### config.mk
export PLATFORM = sky130hd
export DESIGN_NAME = dgfd_decoder
export DESIGN_NICKNAME = d
export VERILOG_FILES = /design/src/hdl/dgfd_decoder.v
export VERILOG_INCLUDE_DIRS = /design/src /design/src/pkg
export SDC_FILE = /design/constraint.sdc
export NUM_CORES = 1
export LEC_CHECK = 0
export BUFFER_PORTS_ARGS = -buffer_cell sky130_fd_sc_hd__clkbuf_2
export CORE_MARGIN = 2
export CORE_UTILIZATION = 46
export CTS_CLUSTER_DIAMETER = 150
export DETAILED_ROUTE_END_ITERATION = 10
export GPL_ROUTABILITY_DRIVEN = 0
export HOLD_SLACK_MARGIN = 0.05
export PLACE_DENSITY_LB_ADDON = 0.25
export SETUP_SLACK_MARGIN = 0.4
export SLEW_MARGIN = 5
export SYNTH_ARGS = -nofsm -noshare
export SYNTH_HDL_FRONTEND = slang
export SYNTH_SLANG_ARGS = --single-unit
### constraint.sdc
create_clock -name i_sys_clk -period 11.16 [get_ports i_sys_clk]
set_clock_uncertainty 0.1 [all_clocks]
set_input_delay 2.232 -clock i_sys_clk [delete_from_list [all_inputs] [get_ports i_sys_clk]]
set_output_delay 2.232 -clock i_sys_clk [all_outputs]
set_load 0.02 [all_outputs]
### src/pkg/dgfd_regs.vh
`ifndef DGFD_REGS_VH
`define DGFD_REGS_VH

// ----------------------------------------------------------------
// register byte offsets
// ----------------------------------------------------------------
`define DGFD_CTRL_OFS 8'h00
`define DGFD_ULMASK_OFS 8'h04
`define DGFD_WORDLO_OFS 8'h08
`define DGFD_WORDHI_OFS 8'h0C
`define DGFD_DECODE_OFS 8'h10
`define DGFD_RESA_OFS 8'h14
`define DGFD_RESB_OFS 8'h18
`define DGFD_RESRA_OFS 8'h1C
`define DGFD_SCHED_OFS 8'h20

// ----------------------------------------------------------------
// control register fields and reset values
// ----------------------------------------------------------------
`define DGFD_CTRL_CFG_LSB 0
`define DGFD_CTRL_PORTS4_BIT 2
`define DGFD_CTRL_WINCLR_BIT 3
`define DGFD_CTRL_FMT_LSB 4
`define DGFD_CTRL_SLOT_LSB 8
`define DGFD_CTRL_RST 32'h0000_0000
`define DGFD_ULMASK_RST 10'h000

// ----------------------------------------------------------------
// format selector codes
// ----------------------------------------------------------------
`define DGFD_FMT_0_1A 3'h0
`define DGFD_FMT_1 3'h1
`define DGFD_FMT_1B 3'h2
`define DGFD_FMT_1C 3'h3
`define DGFD_FMT_1D 3'h4
`define DGFD_FMT_2 3'h5
`define DGFD_FMT_1A_OUT 3'h6

// ----------------------------------------------------------------
// field widths and fixed positions
// ----------------------------------------------------------------
`define DGFD_MCS_W 5
`define DGFD_HARQ_W 4
`define DGFD_RV_W 2
`define DGFD_TPC_W 2
`define DGFD_DAI_W 2
`define DGFD_ACCESS_W 6
`define DGFD_MASK_W 4
`define DGFD_TBS_W 5
`define DGFD_F0_ULSEL_LSB 1
`define DGFD_F0_DAI_LSB 3
`define DGFD_F0_CQI_BIT 5
`define DGFD_TAIL_LEN 16

// ----------------------------------------------------------------
// uplink slot select codes and timing
// ----------------------------------------------------------------
`define DGFD_ULSEL_RSVD 2'h0
`define DGFD_ULSEL_SECOND 2'h1
`define DGFD_ULSEL_FIRST 2'h2
`define DGFD_ULSEL_BOTH 2'h3
`define DGFD_MIN_X 4
`define DGFD_SLOTS 10
`define DGFD_DECODE_CYCLES 1

`endif

### src/hdl/dgfd_decoder.v
// Notes on behaviour
// - uplink slot select 10 first, 01 second, 11 both, 00 reserved.
// - scheduled uplink slots are n+x, x first/second valid uplink offset from 4.
// - uplink grant assignment index code 00..11 gives value 1..4.
// - quality request bit set asks for an aperiodic quality/precoder/rank report.
// - offset k per slot: config 0 and 1 table entries of 4 and 6.
// - config 2 k=4, config 3 k=7 or 5; config 0 may use 7.
// - allocation header clear selects type 0, set selects type 1.
// - modulation and coding field is 5 bits.
// - retransmission process number is 4 bits.
// - redundancy version is 2 bits, codes map to versions 0..3.
// - control channel power command maps to -1, 0, +1, +3 dB.
// - downlink assignment index is a running count; gaps reveal missed grants.
// - virtual resource flag 0 localized, 1 distributed.
// - granted precoder index is 2 bits with 2 ports, 4 with 4.
// - confirmation bit picks reported precoder or the granted index.
// - compact broadcast grant carries gap bit, type 2 assignment, 5-bit size index.
// - power offset bit 0 means -10log10(2) dB, 1 means 0 dB.
// - single-antenna bitmap grant field order is fixed.
// - compact grant adds 6-bit access sequence and 4-bit mask index.
// - closed-loop single-rank grant ends with precoder index and confirmation.
// - multi-user grant replaces confirmation with the power offset bit.
// - multi-layer grant begins header, assignment, power, index, process number.
// - format flag 0 is uplink grant, 1 is compact downlink grant.
// - new-data toggle flips per new block, holds on retransmission.
`timescale 1ns/1ps
`include "dgfd_regs.vh"

module dgfd_decoder #(
  parameter RA_W = 13
) (
  // clock and reset
  input wire i_sys_clk,
  input wire i_reset,
  // wishbone slave
  input wire i_wb_cyc,
  input wire i_wb_stb,
  input wire i_wb_we,
  input wire [7:0] i_wb_adr,
  input wire [3:0] i_wb_sel,
  input wire [31:0] i_wb_dat,
  output reg [31:0] o_wb_dat,
  output reg o_wb_ack,
  // decoded grant
  output reg o_grant_valid,
  output reg [2:0] o_format,
  output reg o_bad_grant,
  output reg [RA_W-1:0] o_resource_assignment,
  output reg o_alloc_type1,
  output reg o_distributed,
  output reg o_gap,
  output reg [4:0] o_mcs,
  output reg [3:0] o_harq,
  output reg o_new_block,
  output reg [1:0] o_rv,
  output reg [2:0] o_ctrl_power_step,
  output reg [2:0] o_assign_value,
  output reg [1:0] o_missed_grants,
  output reg o_report_request,
  output reg [3:0] o_granted_precoder_index,
  output reg o_use_granted_precoder,
  output reg o_power_offset_low,
  output reg [5:0] o_access_seq,
  output reg [3:0] o_mask_index,
  output reg [4:0] o_tbs_index,
  // uplink scheduling
  output reg o_ul_first_valid,
  output reg [3:0] o_ul_first_slot,
  output reg o_ul_second_valid,
  output reg [3:0] o_ul_second_slot,
  output reg [2:0] o_k_offset,
  output reg o_sched_valid,
  output reg [3:0] o_sched_slot
);

  // ----------------------------------------------------------------
  // field positions
  // ----------------------------------------------------------------
  localparam F1_TAIL = 1 + RA_W;
  localparam F1A_RA = 2;
  localparam F1A_TAIL = 2 + RA_W;
  localparam F1A_ACC = F1A_TAIL + `DGFD_TAIL_LEN;
  localparam F1A_MASK = F1A_ACC + `DGFD_ACCESS_W;
  localparam FB_TAIL = 1 + RA_W;
  localparam FB_GRANTED_PRECODER_INDEX = FB_TAIL + `DGFD_TAIL_LEN;
  localparam F2_TPC = 1 + RA_W;
  localparam F2_DAI = F2_TPC + `DGFD_TPC_W;
  localparam F2_HARQ = F2_DAI + `DGFD_DAI_W;

  // ----------------------------------------------------------------
  // software registers
  // ----------------------------------------------------------------
  reg [31:0] ctrl;
  reg [9:0] ul_mask;
  reg [63:0] grant_word;
  reg decode_go;
  reg [1:0] last_dai;
  reg [15:0] ndi_seen;
  reg [15:0] harq_used;
  wire wb_req;
  wire wb_wr;

  assign wb_req = i_wb_cyc & i_wb_stb;
  assign wb_wr = wb_req & i_wb_we & o_wb_ack;

  wire [1:0] ul_cfg = ctrl[`DGFD_CTRL_CFG_LSB +: 2];
  wire four_ports = ctrl[`DGFD_CTRL_PORTS4_BIT];
  wire [2:0] fmt_sel = ctrl[`DGFD_CTRL_FMT_LSB +: 3];
  wire [3:0] slot_n = ctrl[`DGFD_CTRL_SLOT_LSB +: 4];

  // ----------------------------------------------------------------
  // helper functions
  // ----------------------------------------------------------------
  // offset x of the first or second uplink slot at n+x, x from 4; zero if none
  function [4:0] ul_search;
    input [9:0] mask;
    input [3:0] n;
    input second;
    integer i;
    reg [4:0] s;
    reg [1:0] hits;
    reg [4:0] res;
    begin
      hits = 2'h0;
      res = 5'h00;
      for (i = `DGFD_MIN_X; i < `DGFD_MIN_X + `DGFD_SLOTS; i = i + 1)
      begin
        s = {1'b0, n} + i[4:0];
        if (s >= `DGFD_SLOTS)
          s = s - 5'h0A;
        if (mask[s[3:0]] && res == 5'h00)
        begin
          if (hits == {1'b0, second})
            res = i[4:0];
          hits = hits + 2'h1;
        end
      end
      ul_search = res;
    end
  endfunction

  // offset k for an uplink grant in slot n; zero when slot carries none
  function [2:0] k_lookup;
    input [1:0] cfg;
    input [3:0] n;
    input late;
    begin
      k_lookup = 3'h0;
      case (cfg)
        2'h0:
        begin
          if (n == 4'h0 || n == 4'h5)
            k_lookup = late ? 3'h7 : 3'h4;
          else if (n == 4'h1 || n == 4'h6)
            k_lookup = late ? 3'h7 : 3'h6;
        end
        2'h1:
        begin
          if (n == 4'h1 || n == 4'h6)
            k_lookup = 3'h6;
          else if (n == 4'h4 || n == 4'h9)
            k_lookup = 3'h4;
        end
        2'h2:
        begin
          if (n == 4'h3 || n == 4'h8)
            k_lookup = 3'h4;
        end
        default:
        begin
          if (n == 4'h0 || n == 4'h1 || n == 4'h5 || n == 4'h6)
            k_lookup = 3'h7;
          else if (n == 4'h9)
            k_lookup = 3'h5;
        end
      endcase
    end
  endfunction

  function [3:0] slot_add;
    input [3:0] n;
    input [4:0] x;
    reg [5:0] s;
    begin
      s = {2'h0, n} + {1'b0, x};
      if (s >= 6'd20)
        s = s - 6'd20;
      else if (s >= 6'd10)
        s = s - 6'd10;
      slot_add = s[3:0];
    end
  endfunction

  // ----------------------------------------------------------------
  // wishbone slave: one wait state, ack pulses for one cycle
  // ----------------------------------------------------------------
  always @(posedge i_sys_clk)
  begin
    if (i_reset)
    begin
      o_wb_ack <= 1'b0;
      ctrl <= `DGFD_CTRL_RST;
      ul_mask <= `DGFD_ULMASK_RST;
      grant_word <= 64'h0000_0000_0000_0000;
      decode_go <= 1'b0;
    end
    else
    begin
      o_wb_ack <= wb_req & ~o_wb_ack;
      decode_go <= 1'b0;
      if (wb_wr)
      begin
        case (i_wb_adr)
          `DGFD_CTRL_OFS:
          begin
            if (i_wb_sel[0])
              ctrl[7:0] <= i_wb_dat[7:0];
            if (i_wb_sel[1])
              ctrl[15:8] <= i_wb_dat[15:8];
          end
          `DGFD_ULMASK_OFS:
          begin
            if (i_wb_sel[0])
              ul_mask[7:0] <= i_wb_dat[7:0];
            if (i_wb_sel[1])
              ul_mask[9:8] <= i_wb_dat[9:8];
          end
          `DGFD_WORDLO_OFS:
            grant_word[31:0] <= i_wb_dat;
          `DGFD_WORDHI_OFS:
            grant_word[63:32] <= i_wb_dat;
          `DGFD_DECODE_OFS:
            decode_go <= 1'b1;
          default:
            decode_go <= 1'b0;
        endcase
      end
      if (ctrl[`DGFD_CTRL_WINCLR_BIT])
        ctrl[`DGFD_CTRL_WINCLR_BIT] <= 1'b0;
    end
  end

  always @*
  begin
    case (i_wb_adr)
      `DGFD_CTRL_OFS:
        o_wb_dat = {16'h0000, ctrl[15:0]};
      `DGFD_ULMASK_OFS:
        o_wb_dat = {22'h000000, ul_mask};
      `DGFD_WORDLO_OFS:
        o_wb_dat = grant_word[31:0];
      `DGFD_WORDHI_OFS:
        o_wb_dat = grant_word[63:32];
      `DGFD_RESA_OFS:
        o_wb_dat = {2'h0, o_gap, o_distributed, o_alloc_type1, o_power_offset_low,
          o_use_granted_precoder, o_report_request, o_missed_grants, o_assign_value,
          o_ctrl_power_step, o_rv, o_harq, o_mcs, o_new_block, o_bad_grant, o_format};
      `DGFD_RESB_OFS:
        o_wb_dat = {o_k_offset, o_ul_second_valid, o_ul_second_slot, o_ul_first_valid,
          o_ul_first_slot, o_tbs_index, o_mask_index, o_access_seq,
          o_granted_precoder_index};
      `DGFD_RESRA_OFS:
        o_wb_dat = {{(32 - RA_W){1'b0}}, o_resource_assignment};
      `DGFD_SCHED_OFS:
        o_wb_dat = {27'h0000000, o_sched_valid, o_sched_slot};
      default:
        o_wb_dat = 32'h0000_0000;
    endcase
  end

  // ----------------------------------------------------------------
  // field extraction
  // ----------------------------------------------------------------
  reg [2:0] next_format;
  reg next_bad;
  reg is_dl;
  reg [RA_W-1:0] next_ra;
  reg next_type1;
  reg next_dist;
  reg next_gap;
  reg [4:0] next_mcs;
  reg [3:0] next_harq;
  reg next_ndi;
  reg [1:0] next_rv;
  reg [1:0] next_tpc;
  reg [1:0] next_dai;
  reg [1:0] next_ulsel;
  reg next_cqi;
  reg [3:0] next_granted_precoder_index;
  reg next_confirm;
  reg next_offset_bit;
  reg [5:0] next_access;
  reg [3:0] next_mask;
  reg [4:0] next_tbs;
  reg [4:0] tail;

  always @*
  begin
    next_format = fmt_sel;
    next_bad = 1'b0;
    is_dl = 1'b1;
    next_ra = {RA_W{1'b0}};
    next_type1 = 1'b0;
    next_dist = 1'b0;
    next_gap = 1'b0;
    next_mcs = 5'h00;
    next_harq = 4'h0;
    next_ndi = 1'b0;
    next_rv = 2'h0;
    next_tpc = 2'h0;
    next_dai = 2'h0;
    next_ulsel = 2'h0;
    next_cqi = 1'b0;
    next_granted_precoder_index = 4'h0;
    next_confirm = 1'b0;
    next_offset_bit = 1'b0;
    next_access = 6'h00;
    next_mask = 4'h0;
    next_tbs = 5'h00;
    tail = 5'h00;
    case (fmt_sel)
      `DGFD_FMT_0_1A:
      begin
        if (!grant_word[0])
        begin
          is_dl = 1'b0;
          next_ulsel = grant_word[`DGFD_F0_ULSEL_LSB +: 2];
          next_dai = grant_word[`DGFD_F0_DAI_LSB +: 2];
          next_cqi = grant_word[`DGFD_F0_CQI_BIT];
          next_bad = (next_ulsel == `DGFD_ULSEL_RSVD);
        end
        else
        begin
          next_format = `DGFD_FMT_1A_OUT;
          next_dist = grant_word[1];
          next_ra = grant_word[F1A_RA +: RA_W];
          {next_dai, next_tpc, next_rv, next_ndi, next_harq, next_mcs} =
            grant_word[F1A_TAIL +: `DGFD_TAIL_LEN];
          next_access = grant_word[F1A_ACC +: `DGFD_ACCESS_W];
          next_mask = grant_word[F1A_MASK +: `DGFD_MASK_W];
        end
      end
      `DGFD_FMT_1:
      begin
        next_type1 = grant_word[0];
        next_ra = grant_word[1 +: RA_W];
        {next_dai, next_tpc, next_rv, next_ndi, next_harq, next_mcs} =
          grant_word[F1_TAIL +: `DGFD_TAIL_LEN];
      end
      `DGFD_FMT_1B, `DGFD_FMT_1D:
      begin
        next_dist = grant_word[0];
        next_ra = grant_word[1 +: RA_W];
        {next_dai, next_tpc, next_rv, next_ndi, next_harq, next_mcs} =
          grant_word[FB_TAIL +: `DGFD_TAIL_LEN];
        if (four_ports)
        begin
          next_granted_precoder_index = grant_word[FB_GRANTED_PRECODER_INDEX +: 4];
          tail = 5'h04;
        end
        else
        begin
          next_granted_precoder_index = {2'h0, grant_word[FB_GRANTED_PRECODER_INDEX +: 2]};
          tail = 5'h02;
        end
        if (fmt_sel == `DGFD_FMT_1B)
          next_confirm = grant_word[FB_GRANTED_PRECODER_INDEX + tail];
        else
          next_offset_bit = grant_word[FB_GRANTED_PRECODER_INDEX + tail];
      end
      `DGFD_FMT_1C:
      begin
        next_gap = grant_word[0];
        next_ra = grant_word[1 +: RA_W];
        next_tbs = grant_word[F1_TAIL +: `DGFD_TBS_W];
      end
      `DGFD_FMT_2:
      begin
        next_type1 = grant_word[0];
        next_ra = grant_word[1 +: RA_W];
        next_tpc = grant_word[F2_TPC +: `DGFD_TPC_W];
        next_dai = grant_word[F2_DAI +: `DGFD_DAI_W];
        next_harq = grant_word[F2_HARQ +: `DGFD_HARQ_W];
      end
      default:
        next_bad = 1'b1;
    endcase
  end

  // ----------------------------------------------------------------
  // uplink slot and offset resolution
  // ----------------------------------------------------------------
  wire [4:0] x_first = ul_search(ul_mask, slot_n, 1'b0);
  wire [4:0] x_second = ul_search(ul_mask, slot_n, 1'b1);
  wire [2:0] k_val = k_lookup(ul_cfg, slot_n, next_ulsel == `DGFD_ULSEL_SECOND);
  wire [1:0] dai_expect = last_dai + 2'h1;
  wire has_dai = is_dl & ~next_bad & (fmt_sel != `DGFD_FMT_1C);

  // ----------------------------------------------------------------
  // result registers
  // ----------------------------------------------------------------
  always @(posedge i_sys_clk)
  begin
    if (i_reset)
    begin
      o_grant_valid <= 1'b0;
      o_format <= 3'h0;
      o_bad_grant <= 1'b0;
      o_resource_assignment <= {RA_W{1'b0}};
      o_alloc_type1 <= 1'b0;
      o_distributed <= 1'b0;
      o_gap <= 1'b0;
      o_mcs <= 5'h00;
      o_harq <= 4'h0;
      o_new_block <= 1'b0;
      o_rv <= 2'h0;
      o_ctrl_power_step <= 3'h0;
      o_assign_value <= 3'h0;
      o_missed_grants <= 2'h0;
      o_report_request <= 1'b0;
      o_granted_precoder_index <= 4'h0;
      o_use_granted_precoder <= 1'b0;
      o_power_offset_low <= 1'b0;
      o_access_seq <= 6'h00;
      o_mask_index <= 4'h0;
      o_tbs_index <= 5'h00;
      o_ul_first_valid <= 1'b0;
      o_ul_first_slot <= 4'h0;
      o_ul_second_valid <= 1'b0;
      o_ul_second_slot <= 4'h0;
      o_k_offset <= 3'h0;
      o_sched_valid <= 1'b0;
      o_sched_slot <= 4'h0;
      last_dai <= 2'h3;
      ndi_seen <= 16'h0000;
      harq_used <= 16'h0000;
    end
    else
    begin
      o_grant_valid <= decode_go;
      o_report_request <= 1'b0;
      if (ctrl[`DGFD_CTRL_WINCLR_BIT])
        last_dai <= 2'h3;
      if (decode_go)
      begin
        o_format <= next_format;
        o_bad_grant <= next_bad;
        o_resource_assignment <= next_ra;
        o_alloc_type1 <= next_type1;
        o_distributed <= next_dist;
        o_gap <= next_gap;
        o_mcs <= next_mcs;
        o_harq <= next_harq;
        o_rv <= next_rv;
        o_granted_precoder_index <= next_granted_precoder_index;
        o_use_granted_precoder <= next_confirm;
        o_power_offset_low <= (fmt_sel == `DGFD_FMT_1D) & ~next_offset_bit;
        o_access_seq <= next_access;
        o_mask_index <= next_mask;
        o_tbs_index <= next_tbs;
        o_assign_value <= {1'b0, next_dai} + 3'h1;
        o_report_request <= ~is_dl & next_cqi;
        case (next_tpc)
          2'h0:
            o_ctrl_power_step <= 3'h7;
          2'h1:
            o_ctrl_power_step <= 3'h0;
          2'h2:
            o_ctrl_power_step <= 3'h1;
          default:
            o_ctrl_power_step <= 3'h3;
        endcase
        // new-data toggle compared per process
        if (is_dl && !next_bad && fmt_sel != `DGFD_FMT_1C && fmt_sel != `DGFD_FMT_2)
        begin
          o_new_block <= ~harq_used[next_harq] | (ndi_seen[next_harq] ^ next_ndi);
          ndi_seen[next_harq] <= next_ndi;
          harq_used[next_harq] <= 1'b1;
        end
        else
          o_new_block <= 1'b0;
        // missed downlink grants from a gap in the running count
        if (has_dai && ul_cfg != 2'h0)
        begin
          o_missed_grants <= next_dai - dai_expect;
          last_dai <= next_dai;
        end
        else
          o_missed_grants <= 2'h0;
        // uplink scheduling only for a valid uplink grant
        if (!is_dl && !next_bad)
        begin
          o_ul_first_valid <= next_ulsel[1] & (x_first != 5'h00);
          o_ul_first_slot <= slot_add(slot_n, x_first);
          o_ul_second_valid <= next_ulsel[0] & (x_second != 5'h00);
          o_ul_second_slot <= slot_add(slot_n, x_second);
          o_k_offset <= k_val;
          o_sched_valid <= (k_val != 3'h0);
          o_sched_slot <= slot_add(slot_n, {2'h0, k_val});
        end
        else
        begin
          o_ul_first_valid <= 1'b0;
          o_ul_second_valid <= 1'b0;
          o_k_offset <= 3'h0;
          o_sched_valid <= 1'b0;
        end
      end
    end
  end

endmodule // dgfd_decoder

==> metrics.md, run 1 <==
| Metric | Value |
|---|---|
| Pwr Density | `93.2 nW/um^2` |
| Synth Area in Adders | `7.17%` |
| Crit path buf inv count | `5` |
| Vias | `13.8k` |
| Critical path peak fanout | `6` |
| Commonest non-fill, non-tap cell in the layout | `nand2_1` |
| Post-Synth Simple-Gate Area | `24.0%` |
| # port buffers | `160` |
| Peak VDD IR | `0.141 mV` |
| Synth Area in XOR/XNOR | `2.26%` |
| All-Layer GR Usage | `28.1%` |
| CTS tree | `yes` |
| Post-route cell area | `15500 um^2` |
| Top FF cell, synth | `dfxtp_1` |
| Largest delay contributor family on the critical path | `adder cells` |
| Largest net degree at the start of global routing | `139` |
| Non-Filler Instances | `2272` |
| First drt pass iteration count | `8` |
| Synth Area in Compound Gates | `23.8%` |
| Initial antenna violation count | `0` |
| Max H-tree Level | `1` |
| Final nets | `1999` |
| Fraction of registers with async set/reset | `0%` |
| Core Util, Final | `54.1%` |
| Worst-Margin Slew | `1.24 ns` |
| Worst-path clk slew | `0.06 ns` |
| Post-synthesis mux area share | `7.23%` |
| Global-route wire length before repair | `69900 um` |
| CP startpoint kind | `register` |
| Std cell rows | `62` |
| HP Class | `reg2reg` |
| Critical Path AT | `10.54 ns` |
| Unique masters post-synth | `89` |
| Residual DRC | `0` |
| Die width | `175 um` |
| Placed cell areas | `14700 um^2` |
| Largest family of logic cells by synthesized area | `simple AND/OR/NAND/NOR gates` |
| DRT Wirelength | `45100 um` |
| Starting Density | `46.8%` |
| Root Driver | `clkbuf_16` |
| MaxCap Viol Count | `0` |
| Highest-count cells in the layout ignoring fill and taps | `nand2_1 (283), nor2_1 (211), dfxtp_1 (204)` |
| Placed Instances | `2231` |
| Run status | `finished clean` |
| Routed Antenna Nets | `0` |
| Fin. Hold Viols | `0` |
| Slowest CP cell | `fa_2` |
| Nature of the critical path endpoint | `register` |
| Die footprint | `30600 um^2` |
| Core Area | `28700 um^2` |
| Clk Latency, worst-skew pair | `0.51 ns` |
| Synth Instances | `1756` |
| DR WL/cell | `19.9 um` |
| Final period util | `92.2%` |
| Lkg Pwr | `6.28 nW` |
| Layout cell share with drive strength beyond 1 | `17.1%` |
| # diodes | `0` |
| Post-synthesis sequential area ratio | `30.8%` |
| Worst slew margin | `17.2%` |
| Crit path required time | `11.42 ns` |
| Synth Area per Inst | `7.65 um^2` |
| Total CTS buffers | `20` |
| Period minus WS final | `10.28 ns` |
| Post-Syn Area | `13400 um^2` |
| Final Power | `1.45 mW` |
| Via density per instance | `6.09` |
| Fmax | `0.0972 GHz` |
| Kind of critical path | `reg2reg` |
| Synthesized Nets | `1879` |
| Sink Count | `207` |
| Overflow after GRT | `0` |
| # setup viols final | `0` |
| Max Root-Sink Buffers | `3` |
| Dpl hpwl | `32700 um` |
| Final Max Slew Viols | `0` |
| Vias in the first global route | `12.6k` |
| Number of flops mapped to enable cells by yosys | `0` |
| RSZ-0062 raised after global routing | `yes` |
| Die height | `175 um` |
| DRT iter0 DRCs | `1429` |
| Crit path largest cell delay | `0.59 ns` |
| I/O pins | `163` |
| Yosys synthesis warning count | `0` |
| CP dominant cell by count | `ha_1` |
| Area grow syn2layout | `15.6%` |
| Seq cells post-synth | `207` |
per-stage QoR:
step	hold slack (ns)	setup TNS [ns]	setup WS [ns]
floorplan	0.325	0	0.413
global placement	0.339	0	0.190
detailed placement	0.347	-0.248	-0.125
CTS	0.353	0	0.439
global route	0.375	0	0.345
finish	0.353	0	0.876
layout make-up:
class	count	area, um^2
flip-flops and latches	207	4150
repair buffers	207	1160
multi-input cells	1387	8880
clock buffers	27	577
fillers	2788	13200
clock inverters	7	71.3
well taps	384	480
inverters	53	204
repair_timing:
action                                  CTS  global route
endpoints found under the hold margin     0             0
pin swaps                                 2            10
buffers inserted                          2             5
cloned                                    0             0
hold buffers                              0             0
endpoints found under the setup margin    3             6
gates resized for setup                   6            28
metal layers:
layer	wire length, um	GRT usage [%]	vias up
met5	0	0	-
met4	1890	11.6	0
met3	3930	4.24	100
met2	20600	45.7	668
met1	18700	37.4	6500
li1	-	-	6579
flip-flops by register name, indices dropped and copies added, names as in the netlist, 5 cells and up:
name,flops
ctrl,16
ndi_seen,16
harq_used,16
ul_mask,10
o_resource_assignment,13
o_mcs,5
grant_word,64
o_tbs_index,5
o_access_seq,6
synth_stat cells (22+ instances only):
master	n	area (um^2)
a222oi_1	25	250
inv_1	51	191
a21oi_1	172	861
clkbuf_1	91	342
a22oi_1	74	556
nand3_1	57	285
dfxtp_1	207	4140
nor3_1	48	240
a211oi_1	30	225
o21ai_0	42	210
nand2_1	283	1060
mux2i_1	67	671
nor2_1	214	803
ha_1	69	863
nor2b_1	22	138
tightest hold or removal path, cell delays in order, from the launching register on:
cell	delay, ns
dfxtp_1	0.31
inv_1	0.05
a21oi_1	0.05
worst paths after layout:
path	slack, ns	depth (start not counted)	from	to
max reg2reg	0.88	44	ctrl[9]	o_ul_second_slot[1]
min	0.35	2	harq_used[12]	harq_used[12]
min reg2reg	0.35	2	harq_used[12]	harq_used[12]
max	0.88	44	ctrl[9]	o_ul_second_slot[1]
power by group:
group | switching (mW) | leakage [nW] | internal (mW) | total (mW)
combinational | 0.0236 | 4.29 | 0.00808 | 0.0317
sequential | 0.000129 | 1.67 | 0.738 | 0.738
clock | 0.291 | 0.325 | 0.386 | 0.677
cell families (layout without fill, tap and decap cells):
group                    count (synthesis)  after routing
AND/OR/NAND/NOR                        723            723
adder cells (fa/ha/maj)                 74             74
AO/OA/AOI/OAI                          472            472
multiplexers                            87             87
flip-flops                             207            207
XOR/XNOR                                31             31
buffers and inverters                  162            294
(Power assumes the default switching activity.)
==> inputs of run 2 (changes only) <==
Settings changed: RECOVER_POWER set to 100.
==> run 2 against run 1 <==
  * The flow now finishes with violations (max-capacitance violations, max-slew violations)
  * Critical path depth did not move
  * Register-to-register slack got worse by 0.17 ns
  * Combinational power fell by 2%
  * Flip-flop and latch count did not move
  * Design area fell by 1.1%
  * Worst setup slack got worse by 0.17 ns
  * Core utilization fell by 0.57 points
  * Wire length fell by 0.10%
  * Sequential power barely moved
  * Sequential share of layout area rose by 0.29 points
  * Die area did not move
  * Critical endpoint unchanged
  * Largest cell class unchanged
==> metrics.md, run 2 (synthesis gave the netlist of run 1 again) <==
| Metric | Value |
|---|---|
| Area grow syn2layout | `14.4%` |
| Via density per instance | `6.09 (about the same)` |
| Worst slew margin | `-310% (-330 points)` |
| Layout cell share with drive strength beyond 1 | `10.9% (-6.2 points)` |
| Peak VDD IR | `0.141 mV (about the same)` |
| Commonest non-fill, non-tap cell in the layout | `nand2_1` |
| Dpl hpwl | `32700 um (unchanged)` |
| Largest delay contributor family on the critical path | `adder cells` |
| Crit path largest cell delay | `0.59 ns (about the same)` |
| Period minus WS final | `10.45 ns (+0.166 ns)` |
| Fin. Hold Viols | `0 (unchanged)` |
| Placed cell areas | `14700 um^2 (unchanged)` |
| Worst hold path stage count | `2 (unchanged)` |
| Run status | `finished, violations left` |
| Lkg Pwr | `5.89 nW (-6.3%)` |
| Max Root-Sink Buffers | `3 (unchanged)` |
| Final Max Slew Viols | `239 (+239)` |
| Core Util, Final | `53.5% (-0.57 points)` |
| # diodes | `0 (unchanged)` |
| Die footprint | `30600 um^2 (unchanged)` |
| DRT Wirelength | `45100 um (-0.10%)` |
| Crit path depth | `44 (unchanged)` |
| Clk Latency, worst-skew pair | `0.51 ns (about the same)` |
| Starting Density | `46.8% (unchanged)` |
| Pwr Density | `94.2 nW/um^2 (+1.1%)` |
| Critical Path AT | `10.62 ns (+0.08 ns)` |
| Final nets | `1999 (unchanged)` |
| Routed Antenna Nets | `0 (unchanged)` |
| Nature of the critical path endpoint | `register` |
| R2R depth | `44 (unchanged)` |
| Largest net degree at the start of global routing | `139 (unchanged)` |
| Highest-count cells in the layout ignoring fill and taps | `nand2_1 (283), nor2_1 (212), dfxtp_1 (204)` |
| CP startpoint kind | `register` |
| MaxCap Viol Count | `4 (+4)` |
| Failing checks | `max-capacitance violations, max-slew violations` |
| Overflow after GRT | `0 (unchanged)` |
| Residual DRC | `0 (unchanged)` |
| Total CTS buffers | `20 (unchanged)` |
| Die height | `175 um (unchanged)` |
| Vias | `13.8k (-0.058%)` |
| Root Driver | `clkbuf_16` |
| Crit path required time | `11.33 ns (-0.09 ns)` |
| DR WL/cell | `19.8 um (-0.10%)` |
| Die width | `175 um (unchanged)` |
| Max H-tree Level | `1 (unchanged)` |
| Vias in the first global route | `12.6k (unchanged)` |
| Worst-Margin Slew | `6.15 ns (+4.91 ns)` |
| TNS Setup | `0 ns (unchanged)` |
| Fmax | `0.0957 GHz (-1.6%)` |
| Initial antenna violation count | `0 (unchanged)` |
| Max FFs per register | `64 (unchanged)` |
| # port buffers | `160 (unchanged)` |
| CTS tree | `yes` |
| Post-route cell area | `15400 um^2 (-1.1%)` |
| Core Area | `28700 um^2 (unchanged)` |
| Final Power | `1.45 mW (about the same)` |
| Largest register by flop count | `grant_word` |
| HP Class | `reg2reg` |
| # setup viols final | `0 (unchanged)` |
| I/O pins | `163 (unchanged)` |
| All-Layer GR Usage | `28.1% (unchanged)` |
| Worst-path clk slew | `0.06 ns (about the same)` |
| Crit path buf inv count | `5 (unchanged)` |
| Kind of critical path | `reg2reg` |
| Std cell rows | `62 (unchanged)` |
| Global-route wire length before repair | `69900 um (unchanged)` |
| Critical path peak fanout | `6 (unchanged)` |
| RSZ-0062 raised after global routing | `yes` |
| DRT iter0 DRCs | `1335 (-6.6%)` |
| Final period util | `93.6% (+1.5 points)` |
| Sink Count | `207 (unchanged)` |
| First drt pass iteration count | `6 (-2)` |
| CP dominant cell by count | `ha_1` |
| Slowest CP cell | `fa_2` |
run 2: cell count changes in the layout (fill, tap and decap cells not counted), sizes merged:
cell / change
clkbuf: +4
buf: -4
run 2: layout make-up:
| cell class | instances | area [um^2] |
|---|---|---|
| fill | 2846 | 13300 |
| multi-input combinational | 1387 | 8870 |
| sequential | 207 | 4150 |
| timing repair buffer | 207 | 1010 |
| clock buffer | 27 | 577 |
| tap | 384 | 480 |
| inverter | 53 | 204 |
| clock inverter | 7 | 71.3 |
run 2: power by group:
part | total [mW] | internal [mW] | switching, mW
clock | 0.678 | 0.386 | 0.292
sequential | 0.738 | 0.738 | 0.000129
combinational | 0.0312 | 0.00759 | 0.0236
run 2: worst paths after layout:
check	from	endpoint	slack [ns]
hold / removal	harq_used[12]	harq_used[12]	0.35
setup reg to reg	ctrl[9]	o_ul_second_slot[1]	0.71
hold reg to reg	harq_used[12]	harq_used[12]	0.35
setup / recovery	ctrl[9]	o_ul_second_slot[1]	0.71
run 2: worst register-to-register path: cells and delay by family (launching register included):
family / cells / cell delay [ns]
buf+inv: 5 / 0.48
mux: 4 / 1.41
fa+ha+maj: 12 / 3.41
xor+xnor: 2 / 0.32
simple gates: 11 / 2.12
flops: 1 / 0.39
compound gates: 10 / 1.96
run 2: metrics by stage:
step	worst slack, ns	hold slack [ns]	cells
final	0.710	0.352	2272
after floorplan	0.413	0.325	1756
after global placement	0.190	0.339	2231
after CTS	0.439	0.353	2267
after global routing	0.164	0.375	2272
after detailed placement	-0.125	0.347	2231
run 2: routing by layer:
layer	track usage [%]	vias to the layer above	share of wire [%]
li1	-	6576	-
met1	37.4	6517	42
met2	45.7	645	46
met3	4.24	101	8.6
met4	11.6	0	4.2
met5	0	-	0
run 2: timing repair:
action                                  4_1_cts  5_1_grt
pin swaps                                     2       10
endpoints found under the setup margin        3        6
buffers inserted                              2        5
resized for setup                             6       28
hold buffers                                  0        0
